[src/pwm_channel_defines.svh]
`ifndef PWM_CHANNEL_DEFINES_SVH
`define PWM_CHANNEL_DEFINES_SVH

// Register byte addresses
`define A_MODE     12'h000
`define A_CMPL     12'h004
`define A_CMPH     12'h008
`define A_CFG      12'h00c
`define A_STAT     12'h010
`define A_MASK     12'h014
`define A_CTRL     12'h018
`define A_CNT      12'h01c

// Field positions
`define B_CMP_EN   6
`define B_FLAG_EN  3
`define B_PWM      1
`define F_LEN_MSB  1
`define F_LEN_LSB  0
`define B_OVF_MIR  7
`define S_EVT      0
`define S_OVF      1
`define B_RUN      0
`define F_DIV_MSB  15
`define F_DIV_LSB  8
`define F_CNT_MSB  10
`define F_CNT_LSB  0
`define F_BYTE_MSB 7
`define F_BYTE_LSB 0
`define F_HI3_MSB  2

// Cycle length codes and counter limits
`define LEN_8      2'h0
`define LEN_9      2'h1
`define LEN_10     2'h2
`define MAX_8      11'h0ff
`define MAX_9      11'h1ff
`define MAX_10     11'h3ff
`define MAX_11     11'h7ff
`define CNT_ONE    11'h001

// Reset values and padding
`define RST_BYTE   8'h00
`define RST_CNT    11'h000
`define RST_LEN    2'h0
`define RST_FLAGS  2'h0
`define RST_WORD   32'h00000000
`define PAD3       3'h0
`define PAD21      21'h000000
`define PAD24      24'h000000
`define PAD30      30'h00000000

`endif

[src/pwm_pkg.sv]
package pwm_pkg;
	`include "pwm_channel_defines.svh"

	typedef enum logic [1:0] {
		BUS_IDLE = 2'b01,
		BUS_RESP = 2'b10
	} bus_state_t;

	typedef logic [10:0] count_t;

	typedef struct packed {
		logic [7:0] pre;
		count_t     cnt;
	} tb_state_t;

	typedef struct packed {
		logic pin;
		logic match;
		logic ovf;
	} cmp_state_t;

	typedef struct packed {
		bus_state_t  st;
		logic        pready;
		logic [31:0] prdata;
		logic        pslverr;
		logic        cmp_en;
		logic        flag_en;
		logic        pwm;
		logic [7:0]  cmpl;
		logic [7:0]  cmph;
		logic [1:0]  len;
		logic [1:0]  stat;
		logic [1:0]  mask;
		logic        run;
		logic [7:0]  div;
		logic        irq;
	} top_state_t;

	localparam top_state_t TOP_RST = '{st: BUS_IDLE, pready: 1'b0,
		prdata: `RST_WORD, pslverr: 1'b0, cmp_en: 1'b0, flag_en: 1'b0,
		pwm: 1'b0, cmpl: `RST_BYTE, cmph: `RST_BYTE, len: `RST_LEN,
		stat: `RST_FLAGS, mask: `RST_FLAGS, run: 1'b0,
		div: `RST_BYTE, irq: 1'b0};

	function automatic count_t len_max(input logic [1:0] len);
		case (len)
			`LEN_8:  return `MAX_8;
			`LEN_9:  return `MAX_9;
			`LEN_10: return `MAX_10;
			default: return `MAX_11;
		endcase
	endfunction : len_max

	function automatic count_t nxt_count(input count_t c,
	                                     input logic [1:0] len);
		return (c + `CNT_ONE) & len_max(len);
	endfunction : nxt_count
endpackage : pwm_pkg
[src/count_bus_if.sv]
`timescale 1ns/100ps
interface count_bus_if;
	logic            tick;
	logic            wrap;
	pwm_pkg::count_t count;
	logic [1:0]      len;

	modport src (output tick, output wrap, output count, input len);
	modport snk (input tick, input wrap, input count, input len);
endinterface : count_bus_if

[src/count_timebase.sv]
`timescale 1ns/100ps
`include "pwm_channel_defines.svh"
module count_timebase (
	// Clock and reset
	input  wire logic        clk_sys,
	input  wire logic        arst_n,
	// Control
	input  wire logic        run,
	input  wire logic [7:0]  div,
	input  wire logic        cnt_wr,
	input  wire logic [10:0] cnt_wdata,
	// Shared count
	count_bus_if.src         bus
);
	pwm_pkg::tb_state_t s_r;
	pwm_pkg::tb_state_t s_nxt;

	// One tick every div+1 system clocks
	assign bus.tick  = run && (s_r.pre == div);
	assign bus.wrap  = bus.tick && (s_r.cnt == pwm_pkg::len_max(bus.len));
	assign bus.count = s_r.cnt;

	always_comb begin
		s_nxt = s_r;
		if (!run || bus.tick) begin
			s_nxt.pre = `RST_BYTE;
		end else begin
			s_nxt.pre = s_r.pre + 8'h01;
		end
		if (cnt_wr) begin
			s_nxt.cnt = cnt_wdata & pwm_pkg::len_max(bus.len);
		end else if (bus.tick) begin
			s_nxt.cnt = pwm_pkg::nxt_count(s_r.cnt, bus.len);
		end
	end

	always_ff @(posedge clk_sys or negedge arst_n) begin
		if (!arst_n) begin
			s_r <= '{pre: `RST_BYTE, cnt: `RST_CNT};
		end else begin
			s_r <= s_nxt;
		end
	end
endmodule : count_timebase

[src/counter_array_pwm_channel.sv]
// Local design decisions: the APB slave port and the address map.
`timescale 1ns/100ps
`include "pwm_channel_defines.svh"
module counter_array_pwm_channel (
	// Clock and reset
	input  wire logic        clk_sys,
	input  wire logic        arst_n,
	// APB slave
	input  wire logic        psel,
	input  wire logic        penable,
	input  wire logic        pwrite,
	input  wire logic [11:0] paddr,
	input  wire logic [31:0] pwdata,
	output logic             pready,
	output logic [31:0]      prdata,
	output logic             pslverr,
	// Channel pin and interrupt
	output logic             channel_output_pin,
	output logic             irq
);
	pwm_pkg::top_state_t s_r;
	pwm_pkg::top_state_t s_nxt;
	count_bus_if         cnt_bus ();
	logic                acc;
	logic                wr;
	logic                wr_cmpl;
	logic                wr_cmph;
	logic                cnt_wr;
	logic                active;
	logic                mode8;
	logic [10:0]         cmp_val;
	logic                pin;
	logic                match;
	logic                ovf;

	function automatic logic mapped(input logic [11:0] a);
		case (a)
			`A_MODE, `A_CMPL, `A_CMPH, `A_CFG,
			`A_STAT, `A_MASK, `A_CTRL, `A_CNT: return 1'b1;
			default: return 1'b0;
		endcase
	endfunction : mapped

	function automatic logic [31:0] rd_word(
		input logic [11:0]         a,
		input pwm_pkg::top_state_t s,
		input pwm_pkg::count_t     c
	);
		logic [31:0] d;
		d = `RST_WORD;
		case (a)
			`A_MODE: begin
				d[`B_CMP_EN]  = s.cmp_en;
				d[`B_FLAG_EN] = s.flag_en;
				d[`B_PWM]     = s.pwm;
			end
			`A_CMPL: d = {`PAD24, s.cmpl};
			`A_CMPH: d = {`PAD24, s.cmph};
			`A_CFG: begin
				d[`F_LEN_MSB:`F_LEN_LSB] = s.len;
				d[`B_OVF_MIR]            = s.stat[`S_OVF];
			end
			`A_STAT: d = {`PAD30, s.stat};
			`A_MASK: d = {`PAD30, s.mask};
			`A_CTRL: begin
				d[`B_RUN]                = s.run;
				d[`F_DIV_MSB:`F_DIV_LSB] = s.div;
			end
			`A_CNT:  d = {`PAD21, c};
			default: d = `RST_WORD;
		endcase
		return d;
	endfunction : rd_word

	// Access phase is the single cycle after setup; writes land here
	assign acc     = (s_r.st == pwm_pkg::BUS_RESP) && psel && penable;
	assign wr      = acc && pwrite && !s_r.pslverr;
	assign wr_cmpl = wr && (paddr == `A_CMPL);
	assign wr_cmph = wr && (paddr == `A_CMPH);
	assign cnt_wr  = wr && (paddr == `A_CNT);

	// Single length field drives every modulating channel
	assign cnt_bus.len = s_r.len;

	assign active = s_r.cmp_en && s_r.pwm;
	assign mode8  = active && (s_r.len == `LEN_8);

	// At the wrap the freshly reloaded byte is the one compared
	always_comb begin
		if (s_r.len == `LEN_8) begin
			cmp_val = {`PAD3, (cnt_bus.wrap ? s_r.cmph : s_r.cmpl)};
		end else begin
			cmp_val = {s_r.cmph[`F_HI3_MSB:0], s_r.cmpl} &
			          pwm_pkg::len_max(s_r.len);
		end
	end

	count_timebase count_timebase_i (
		.clk_sys   (clk_sys),
		.arst_n    (arst_n),
		.run       (s_r.run),
		.div       (s_r.div),
		.cnt_wr    (cnt_wr),
		.cnt_wdata (pwdata[`F_CNT_MSB:`F_CNT_LSB]),
		.bus       (cnt_bus.src)
	);

	pwm_compare pwm_compare_i (
		.clk_sys (clk_sys),
		.arst_n  (arst_n),
		.bus     (cnt_bus.snk),
		.active  (active),
		.cmp_val (cmp_val),
		.pin     (pin),
		.match   (match),
		.ovf     (ovf)
	);

	always_comb begin
		s_nxt = s_r;
		case (s_r.st)
			pwm_pkg::BUS_IDLE: begin
				if (psel && !penable) begin
					s_nxt.st      = pwm_pkg::BUS_RESP;
					s_nxt.pready  = 1'b1;
					s_nxt.pslverr = !mapped(paddr);
					s_nxt.prdata  = pwrite ? `RST_WORD :
					                rd_word(paddr, s_r, cnt_bus.count);
				end
			end
			pwm_pkg::BUS_RESP: begin
				if (psel && penable) begin
					s_nxt.st      = pwm_pkg::BUS_IDLE;
					s_nxt.pready  = 1'b0;
					s_nxt.pslverr = 1'b0;
					s_nxt.prdata  = `RST_WORD;
				end
			end
			default: begin
				s_nxt.st      = pwm_pkg::BUS_IDLE;
				s_nxt.pready  = 1'b0;
				s_nxt.pslverr = 1'b0;
				s_nxt.prdata  = `RST_WORD;
			end
		endcase

		if (s_r.len == `LEN_8 && cnt_bus.wrap) begin
			s_nxt.cmpl = s_r.cmph;
		end

		if (wr) begin
			case (paddr)
				`A_MODE: begin
					s_nxt.cmp_en  = pwdata[`B_CMP_EN];
					s_nxt.flag_en = pwdata[`B_FLAG_EN];
					s_nxt.pwm     = pwdata[`B_PWM];
				end
				`A_CMPL: begin
					s_nxt.cmpl   = pwdata[`F_BYTE_MSB:`F_BYTE_LSB];
					s_nxt.cmp_en = 1'b0;
				end
				`A_CMPH: begin
					s_nxt.cmph   = pwdata[`F_BYTE_MSB:`F_BYTE_LSB];
					s_nxt.cmp_en = 1'b1;
				end
				`A_CFG:  s_nxt.len  = pwdata[`F_LEN_MSB:`F_LEN_LSB];
				`A_STAT: s_nxt.stat = s_r.stat & ~pwdata[`S_OVF:`S_EVT];
				`A_MASK: s_nxt.mask = pwdata[`S_OVF:`S_EVT];
				`A_CTRL: begin
					s_nxt.run = pwdata[`B_RUN];
					s_nxt.div = pwdata[`F_DIV_MSB:`F_DIV_LSB];
				end
				default: s_nxt.run = s_r.run;
			endcase
		end

		// Hardware set wins over a same-cycle clear
		if (match && s_r.flag_en) begin
			s_nxt.stat[`S_EVT] = 1'b1;
		end
		if (ovf) begin
			s_nxt.stat[`S_OVF] = 1'b1;
		end
		s_nxt.irq = |(s_nxt.stat & s_nxt.mask);
	end

	always_ff @(posedge clk_sys or negedge arst_n) begin
		if (!arst_n) begin
			s_r <= pwm_pkg::TOP_RST;
		end else begin
			s_r <= s_nxt;
		end
	end

	assign pready             = s_r.pready;
	assign prdata             = s_r.prdata;
	assign pslverr            = s_r.pslverr;
	assign channel_output_pin = pin;
	assign irq                = s_r.irq;

	property p_pin_set;
		@(posedge clk_sys) disable iff (!arst_n)
		mode8 && cnt_bus.tick &&
		(pwm_pkg::nxt_count(cnt_bus.count, s_r.len) == cmp_val) &&
		!wr_cmpl && !(wr && paddr == `A_MODE)
		|=> channel_output_pin;
	endproperty
	a_pin_set: assert property (p_pin_set)
		else $error("output not set on compare match");

	property p_pin_clr;
		@(posedge clk_sys) disable iff (!arst_n)
		mode8 && cnt_bus.wrap && (cmp_val != `RST_CNT)
		|=> !channel_output_pin;
	endproperty
	a_pin_clr: assert property (p_pin_clr)
		else $error("output not cleared on overflow");

	property p_reload;
		@(posedge clk_sys) disable iff (!arst_n)
		(s_r.len == `LEN_8) && cnt_bus.wrap && !wr_cmpl
		|=> s_r.cmpl == $past(s_r.cmph);
	endproperty
	a_reload: assert property (p_reload)
		else $error("compare low not reloaded at wrap");

	property p_mode_gate;
		@(posedge clk_sys) disable iff (!arst_n)
		$rose(channel_output_pin) |-> $past(active);
	endproperty
	a_mode_gate: assert property (p_mode_gate)
		else $error("output rose outside modulation mode");

	property p_evt;
		@(posedge clk_sys) disable iff (!arst_n)
		match && s_r.flag_en |=> s_r.stat[`S_EVT];
	endproperty
	a_evt: assert property (p_evt)
		else $error("event flag not set on match");

	property p_ovf;
		@(posedge clk_sys) disable iff (!arst_n)
		cnt_bus.wrap |=> ovf ##1 s_r.stat[`S_OVF];
	endproperty
	a_ovf: assert property (p_ovf)
		else $error("overflow flag not set after wrap");

	property p_en_wr;
		@(posedge clk_sys) disable iff (!arst_n)
		(wr_cmpl |=> !s_r.cmp_en) and (wr_cmph |=> s_r.cmp_en);
	endproperty
	a_en_wr: assert property (p_en_wr)
		else $error("compare enable not updated by compare write");

	property p_zero_duty;
		@(posedge clk_sys) disable iff (!arst_n)
		!active |=> !channel_output_pin;
	endproperty
	a_zero_duty: assert property (p_zero_duty)
		else $error("output high with compare enable clear");

	property p_count;
		@(posedge clk_sys) disable iff (!arst_n)
		cnt_bus.tick && !cnt_wr && !(wr && paddr == `A_CFG)
		|=> cnt_bus.count == pwm_pkg::nxt_count($past(cnt_bus.count),
		                                        s_r.len);
	endproperty
	a_count: assert property (p_count)
		else $error("counter did not advance on tick");

	property p_pin_steady;
		@(posedge clk_sys) disable iff (!arst_n)
		active && !cnt_bus.tick |=> $stable(channel_output_pin);
	endproperty
	a_pin_steady: assert property (p_pin_steady)
		else $error("output moved between timebase ticks");

	property p_en_hold;
		@(posedge clk_sys) disable iff (!arst_n)
		!wr |=> $stable(s_r.cmp_en);
	endproperty
	a_en_hold: assert property (p_en_hold)
		else $error("compare enable changed without a write");

	property p_flags_hold;
		@(posedge clk_sys) disable iff (!arst_n)
		!wr && !ovf && !(match && s_r.flag_en) |=> $stable(s_r.stat);
	endproperty
	a_flags_hold: assert property (p_flags_hold)
		else $error("status flags changed with no event or write");
endmodule : counter_array_pwm_channel

[src/pwm_compare.sv]
`timescale 1ns/100ps
module pwm_compare (
	// Clock and reset
	input  wire logic        clk_sys,
	input  wire logic        arst_n,
	// Shared count
	count_bus_if.snk         bus,
	// Channel setup
	input  wire logic        active,
	input  wire logic [10:0] cmp_val,
	// Results
	output logic             pin,
	output logic             match,
	output logic             ovf
);
	pwm_pkg::cmp_state_t s_r;
	pwm_pkg::cmp_state_t s_nxt;
	logic                hit;

	assign hit = active && bus.tick &&
	             (pwm_pkg::nxt_count(bus.count, bus.len) == cmp_val);

	always_comb begin
		s_nxt       = s_r;
		s_nxt.match = 1'b0;
		s_nxt.ovf   = bus.wrap;
		if (bus.wrap) begin
			s_nxt.pin = 1'b0;
		end
		// Set after clear: compare value zero keeps the output high
		if (hit) begin
			s_nxt.pin   = 1'b1;
			s_nxt.match = 1'b1;
		end
		if (!active) begin
			s_nxt.pin = 1'b0;
		end
	end

	always_ff @(posedge clk_sys or negedge arst_n) begin
		if (!arst_n) begin
			s_r <= '{pin: 1'b0, match: 1'b0, ovf: 1'b0};
		end else begin
			s_r <= s_nxt;
		end
	end

	assign pin   = s_r.pin;
	assign match = s_r.match;
	assign ovf   = s_r.ovf;
endmodule : pwm_compare

[config.mk]
export PLATFORM = sky130hd
export DESIGN_NAME = counter_array_pwm_channel
export DESIGN_NICKNAME = d
export VERILOG_FILES = /design/src/pwm_pkg.sv /design/src/count_bus_if.sv /design/src/count_timebase.sv /design/src/counter_array_pwm_channel.sv /design/src/pwm_compare.sv
export VERILOG_INCLUDE_DIRS = /design/src
export SDC_FILE = /design/constraint.sdc
export NUM_CORES = 1
export LEC_CHECK = 0
export BUFFER_PORTS_ARGS = -buffer_cell sky130_fd_sc_hd__buf_4
export CAP_MARGIN = 10
export CORE_MARGIN = 5
export CORE_UTILIZATION = 56
export DETAILED_ROUTE_END_ITERATION = 8
export GPL_ROUTABILITY_DRIVEN = 0
export PLACE_DENSITY_LB_ADDON = 0.2
export SYNTH_ARGS = -nofsm -noshare
export SYNTH_HDL_FRONTEND = slang
export SYNTH_SLANG_ARGS = --single-unit
[constraint.sdc]
create_clock -name clk_sys -period 2.8 [get_ports clk_sys]
set_input_delay 0.56 -clock clk_sys [delete_from_list [all_inputs] [get_ports clk_sys]]
set_output_delay 0.56 -clock clk_sys [all_outputs]
set_load 0.05 [all_outputs]
==> qor.json <==
{
  "synth_cell_type_count": {"value": 57},
  "period_share": {"value": 94.4, "unit": "%"},
  "wl_per_cell": {"value": 17.3, "unit": "um"},
  "dr_total_vias": {"value": 3295},
  "worstRegToRegCells": {"value": 9},
  "grt_max_degree": {"value": 77},
  "result_of_the_run": {"value": "complete, no violations"},
  "clock_tree_from_tritoncts": {"value": "built"},
  "ys_top_cells_by_count": {"value": "sky130_fd_sc_hd__dfrtp_1 (75), sky130_fd_sc_hd__nand2_1 (42), sky130_fd_sc_hd__nor2_1 (40), sky130_fd_sc_hd__buf_4 (32), sky130_fd_sc_hd__xor2_1 (25)"},
  "layout_cell_area_excl_fill": {"value": 4930, "unit": "um^2"},
  "drt_first_iter_violations": {"value": 158},
  "synth_largest_type_area_fraction": {"value": 43.2, "unit": "%"},
  "fin_total_pwr": {"value": 2.33, "unit": "mW"},
  "r2r_setup_slack": {"value": 160, "unit": "ps"},
  "syn_avg_cell_area": {"value": 10.0, "unit": "um^2"},
  "grt_util_all_layers": {"value": 21.9, "unit": "%"},
  "synth_ff_type": {"value": "sky130_fd_sc_hd__dfrtp_1"},
  "required": {"value": 3060, "unit": "ps"},
  "grt_antenna_before_repair": {"value": 0},
  "hold_viol": {"value": 0},
  "gr-total-overflow": {"value": 0},
  "timing.setup.tns": {"value": 0, "unit": "ps"},
  "route.detailed.vias_per_inst": {"value": 5.67},
  "synth_area": {"value": 4350, "unit": "um^2"},
  "cts_repair_resize_count": {"value": 0},
  "yosys-top-cells-area": {"value": "sky130_fd_sc_hd__dfrtp_1 (43%), sky130_fd_sc_hd__mux2_2 (6.0%), sky130_fd_sc_hd__buf_4 (5.5%)"},
  "clkSinkCount": {"value": 76},
  "wirelength": {"value": 10000, "unit": "um"},
  "max_freq": {"value": 0.379, "unit": "GHz"},
  "synth.yosys.seq_area_share": {"value": 43.8, "unit": "%"},
  "worst-endpoint-arrival": {"value": 2900, "unit": "ps"},
  "tightestPinTransition": {"value": 1180, "unit": "ps"},
  "num_io_pins": {"value": 85},
  "final.fill_count": {"value": 624},
  "dp_hpwl": {"value": 7410, "unit": "um"},
  "dieArea": {"value": 9630, "unit": "um^2"},
  "powerDensity": {"value": 474, "unit": "nW/um^2"},
  "seqCellArea": {"value": 1900, "unit": "um^2"},
  "finalSetupViolations": {"value": 0},
  "detail_route.first_pass.iterations": {"value": 5},
  "synth_area_leader": {"value": "sky130_fd_sc_hd__dfrtp_1"},
  "coreArea": {"value": 7650, "unit": "um^2"},
  "grtUsageMet3": {"value": 5.00, "unit": "%"},
  "cap_violations": {"value": 0},
  "nets": {"value": 529},
  "async_set_reset_flop_share_out_of_synthesis": {"value": 100, "unit": "%"},
  "rows": {"value": 32},
  "gate_count_after_technology_mapping": {"value": 435},
  "grt_busiest_layer": {"value": "met2"},
  "cp-start-kind": {"value": "flip-flop"},
  "htreeDepth": {"value": 3},
  "period_needed": {"value": 2640, "unit": "ps"},
  "setup_repair_after_global_routing_missed_its_margin": {"value": "false"},
  "fin_worst_skew": {"value": 10.1, "unit": "ps"},
  "layout-area-overhead-vs-synth": {"value": 13.3, "unit": "%"},
  "power_leakage": {"value": 2.37, "unit": "nW"},
  "cts_buffers": {"value": 9},
  "antenna_left": {"value": 0},
  "multi_input_comb_area": {"value": 2120, "unit": "um^2"},
  "clk_root_buffer_cell": {"value": "sky130_fd_sc_hd__clkbuf_8"},
  "synth_enable_flop_cells": {"value": 0},
  "irDropWorstVdd": {"value": 0.000264, "unit": "V"},
  "floorplan.initialDensity": {"value": 56.9, "unit": "%"},
  "globalRouteMet2Util": {"value": 35.0, "unit": "%"},
  "worst_slew_margin_rel": {"value": 21.0, "unit": "%"},
  "timing.final.max_slew_violations": {"value": 0},
  "clk_transition_reported_paths": {"value": 80, "unit": "ps"},
  "post-cts-setup-buffers": {"value": 0},
  "route.detailed.drc": {"value": 0},
  "cts.hold.buffers_added": {"value": 0},
  "die_width": {"value": 98.1, "unit": "um"},
  "diodes": {"value": 0},
  "port_buffers": {"value": 52},
  "clk_latency": {"value": 360, "unit": "ps"},
  "cts_max_path_buffers": {"value": 2},
  "synth.ff_latch_count": {"value": 76},
  "critical_path.max_fanout": {"value": 8},
  "grt_pass1_wl": {"value": 16800, "unit": "um"},
  "regToRegEndpoint": {"value": "pwm_compare_i.match"},
  "grt.met1_usage": {"value": 28.9, "unit": "%"},
  "worst_hold_slack": {"value": 351, "unit": "ps"},
  "postPlaceCellArea": {"value": 4670, "unit": "um^2"},
  "worstReg2RegStart": {"value": "cnt_bus.len[0]"},
  "min_path_type": {"value": "primary input to async pin"},
  "drive_gt1_share": {"value": 23.6, "unit": "%"},
  "vias_in_the_first_global_route": {"value": 3353},
  "die_h": {"value": 98.1, "unit": "um"},
  "synth.most_common_cell": {"value": "sky130_fd_sc_hd__dfrtp_1"},
  "critical_path.endpoint_type": {"value": "flip-flop"},
  "path_class": {"value": "flip-flop to flip-flop"},
  "synthesis.yosys.warnings": {"value": 0}
}
cells by family after synthesis:
group	count (synthesis)	synth area share [%]
AND/OR/NAND/NOR	142	16.7
AO/OA/AOI/OAI	78	12.8
flip-flops	76	43.8
buffers and inverters	60	8.80
XOR/XNOR	41	8.26
multiplexers	31	7.88
adder cells (fa/ha/maj)	6	1.73
other	1	0.0862
routing by layer:
layer / up-vias / wire length (um)
met2: 110 / 4790
met1: 1593 / 4390
li1: 1574 / -
met5: - / 0
met4: 0 / 204
met3: 18 / 646
critical path: stages, from the launching register on:
cell	delay, ps
sky130_fd_sc_hd__dfrtp_1	440
sky130_fd_sc_hd__inv_1	110
sky130_fd_sc_hd__ha_1	160
sky130_fd_sc_hd__or4b_4	460
sky130_fd_sc_hd__o22ai_2	210
sky130_fd_sc_hd__nand4_4	260
sky130_fd_sc_hd__mux2i_2	310
sky130_fd_sc_hd__xor2_1	180
sky130_fd_sc_hd__nand4_1	130
sky130_fd_sc_hd__nor3_1	270
power by group:
| part | leakage, nW | total (mW) | switching, mW | internal [mW] |
|---|---|---|---|---|
| Clock | 0.126 | 1.06 | 0.413 | 0.644 |
| Combinational | 1.29 | 0.168 | 0.123 | 0.0447 |
| Sequential | 0.958 | 1.11 | 0.00478 | 1.10 |
how the worst max path moves through the flow:
stage	start	endpoint	slack (ps)	cells past startpoint
after floorplan	cnt_bus.len[0]	pwm_compare_i.pin	370	9
after global placement	cnt_bus.len[0]	pwm_compare_i.match	210	8
after detailed placement	cnt_bus.len[0]	pwm_compare_i.match	150	9
after CTS	cnt_bus.len[0]	pwm_compare_i.match	130	9
after global routing	cnt_bus.len[1]	pwm_compare_i.match	10	9
final	cnt_bus.len[0]	pwm_compare_i.match	160	9
area by class of cell:
type | count | area share (%)
clock buffers | 11 | 3.07
clock inverters | 5 | 2.16
inverters | 8 | 0.610
multi-input cells | 314 | 43.0
flip-flops and latches | 76 | 38.6
well taps | 102 | 2.59
repair buffers | 65 | 9.91
registers in the layout, summed over array words and instances (netlist names), 2 cells and up:
register / cells
s_r: 34
prdata: 16
count_timebase_i.bus.count: 11
count_timebase_i.s_r: 8
cnt_bus.len: 2
cell usage in the layout (no fill, tap or decap), types with 3 or more instances in the layout:
cell type                   instances
sky130_fd_sc_hd__a21oi_1           23
sky130_fd_sc_hd__a221oi_1           3
sky130_fd_sc_hd__a22o_1            17
sky130_fd_sc_hd__a22oi_1            5
sky130_fd_sc_hd__a32oi_1            3
sky130_fd_sc_hd__and3_1             6
sky130_fd_sc_hd__buf_4             65
sky130_fd_sc_hd__bufinv_16          3
sky130_fd_sc_hd__clkbuf_8          11
sky130_fd_sc_hd__conb_1            16
sky130_fd_sc_hd__dfrtp_1           75
sky130_fd_sc_hd__ha_1               6
sky130_fd_sc_hd__inv_1              8
sky130_fd_sc_hd__mux2_2            23
sky130_fd_sc_hd__mux2i_1            7
sky130_fd_sc_hd__nand2_1           42
sky130_fd_sc_hd__nand2b_1           3
sky130_fd_sc_hd__nand3_1           14
sky130_fd_sc_hd__nand4_1            5
sky130_fd_sc_hd__nor2_1            40
sky130_fd_sc_hd__nor3_1             6
sky130_fd_sc_hd__nor4_1             9
sky130_fd_sc_hd__o21ai_0            7
sky130_fd_sc_hd__xnor2_1           16
sky130_fd_sc_hd__xor2_1            25
metrics by stage:
| stage | worst slack [ps] | cells | util (%) |
|---|---|---|---|
| after global routing | 14.4 | 581 | 64.4 |
| after floorplan | 366 | 450 | - |
| after global placement | 212 | 565 | 61.0 |
| after detailed placement | 150 | 565 | 61.0 |
| after CTS | 130 | 581 | 64.4 |
| final | 158 | 581 | 64.4 |
Note: power is estimated with default switching activity, not from simulation.
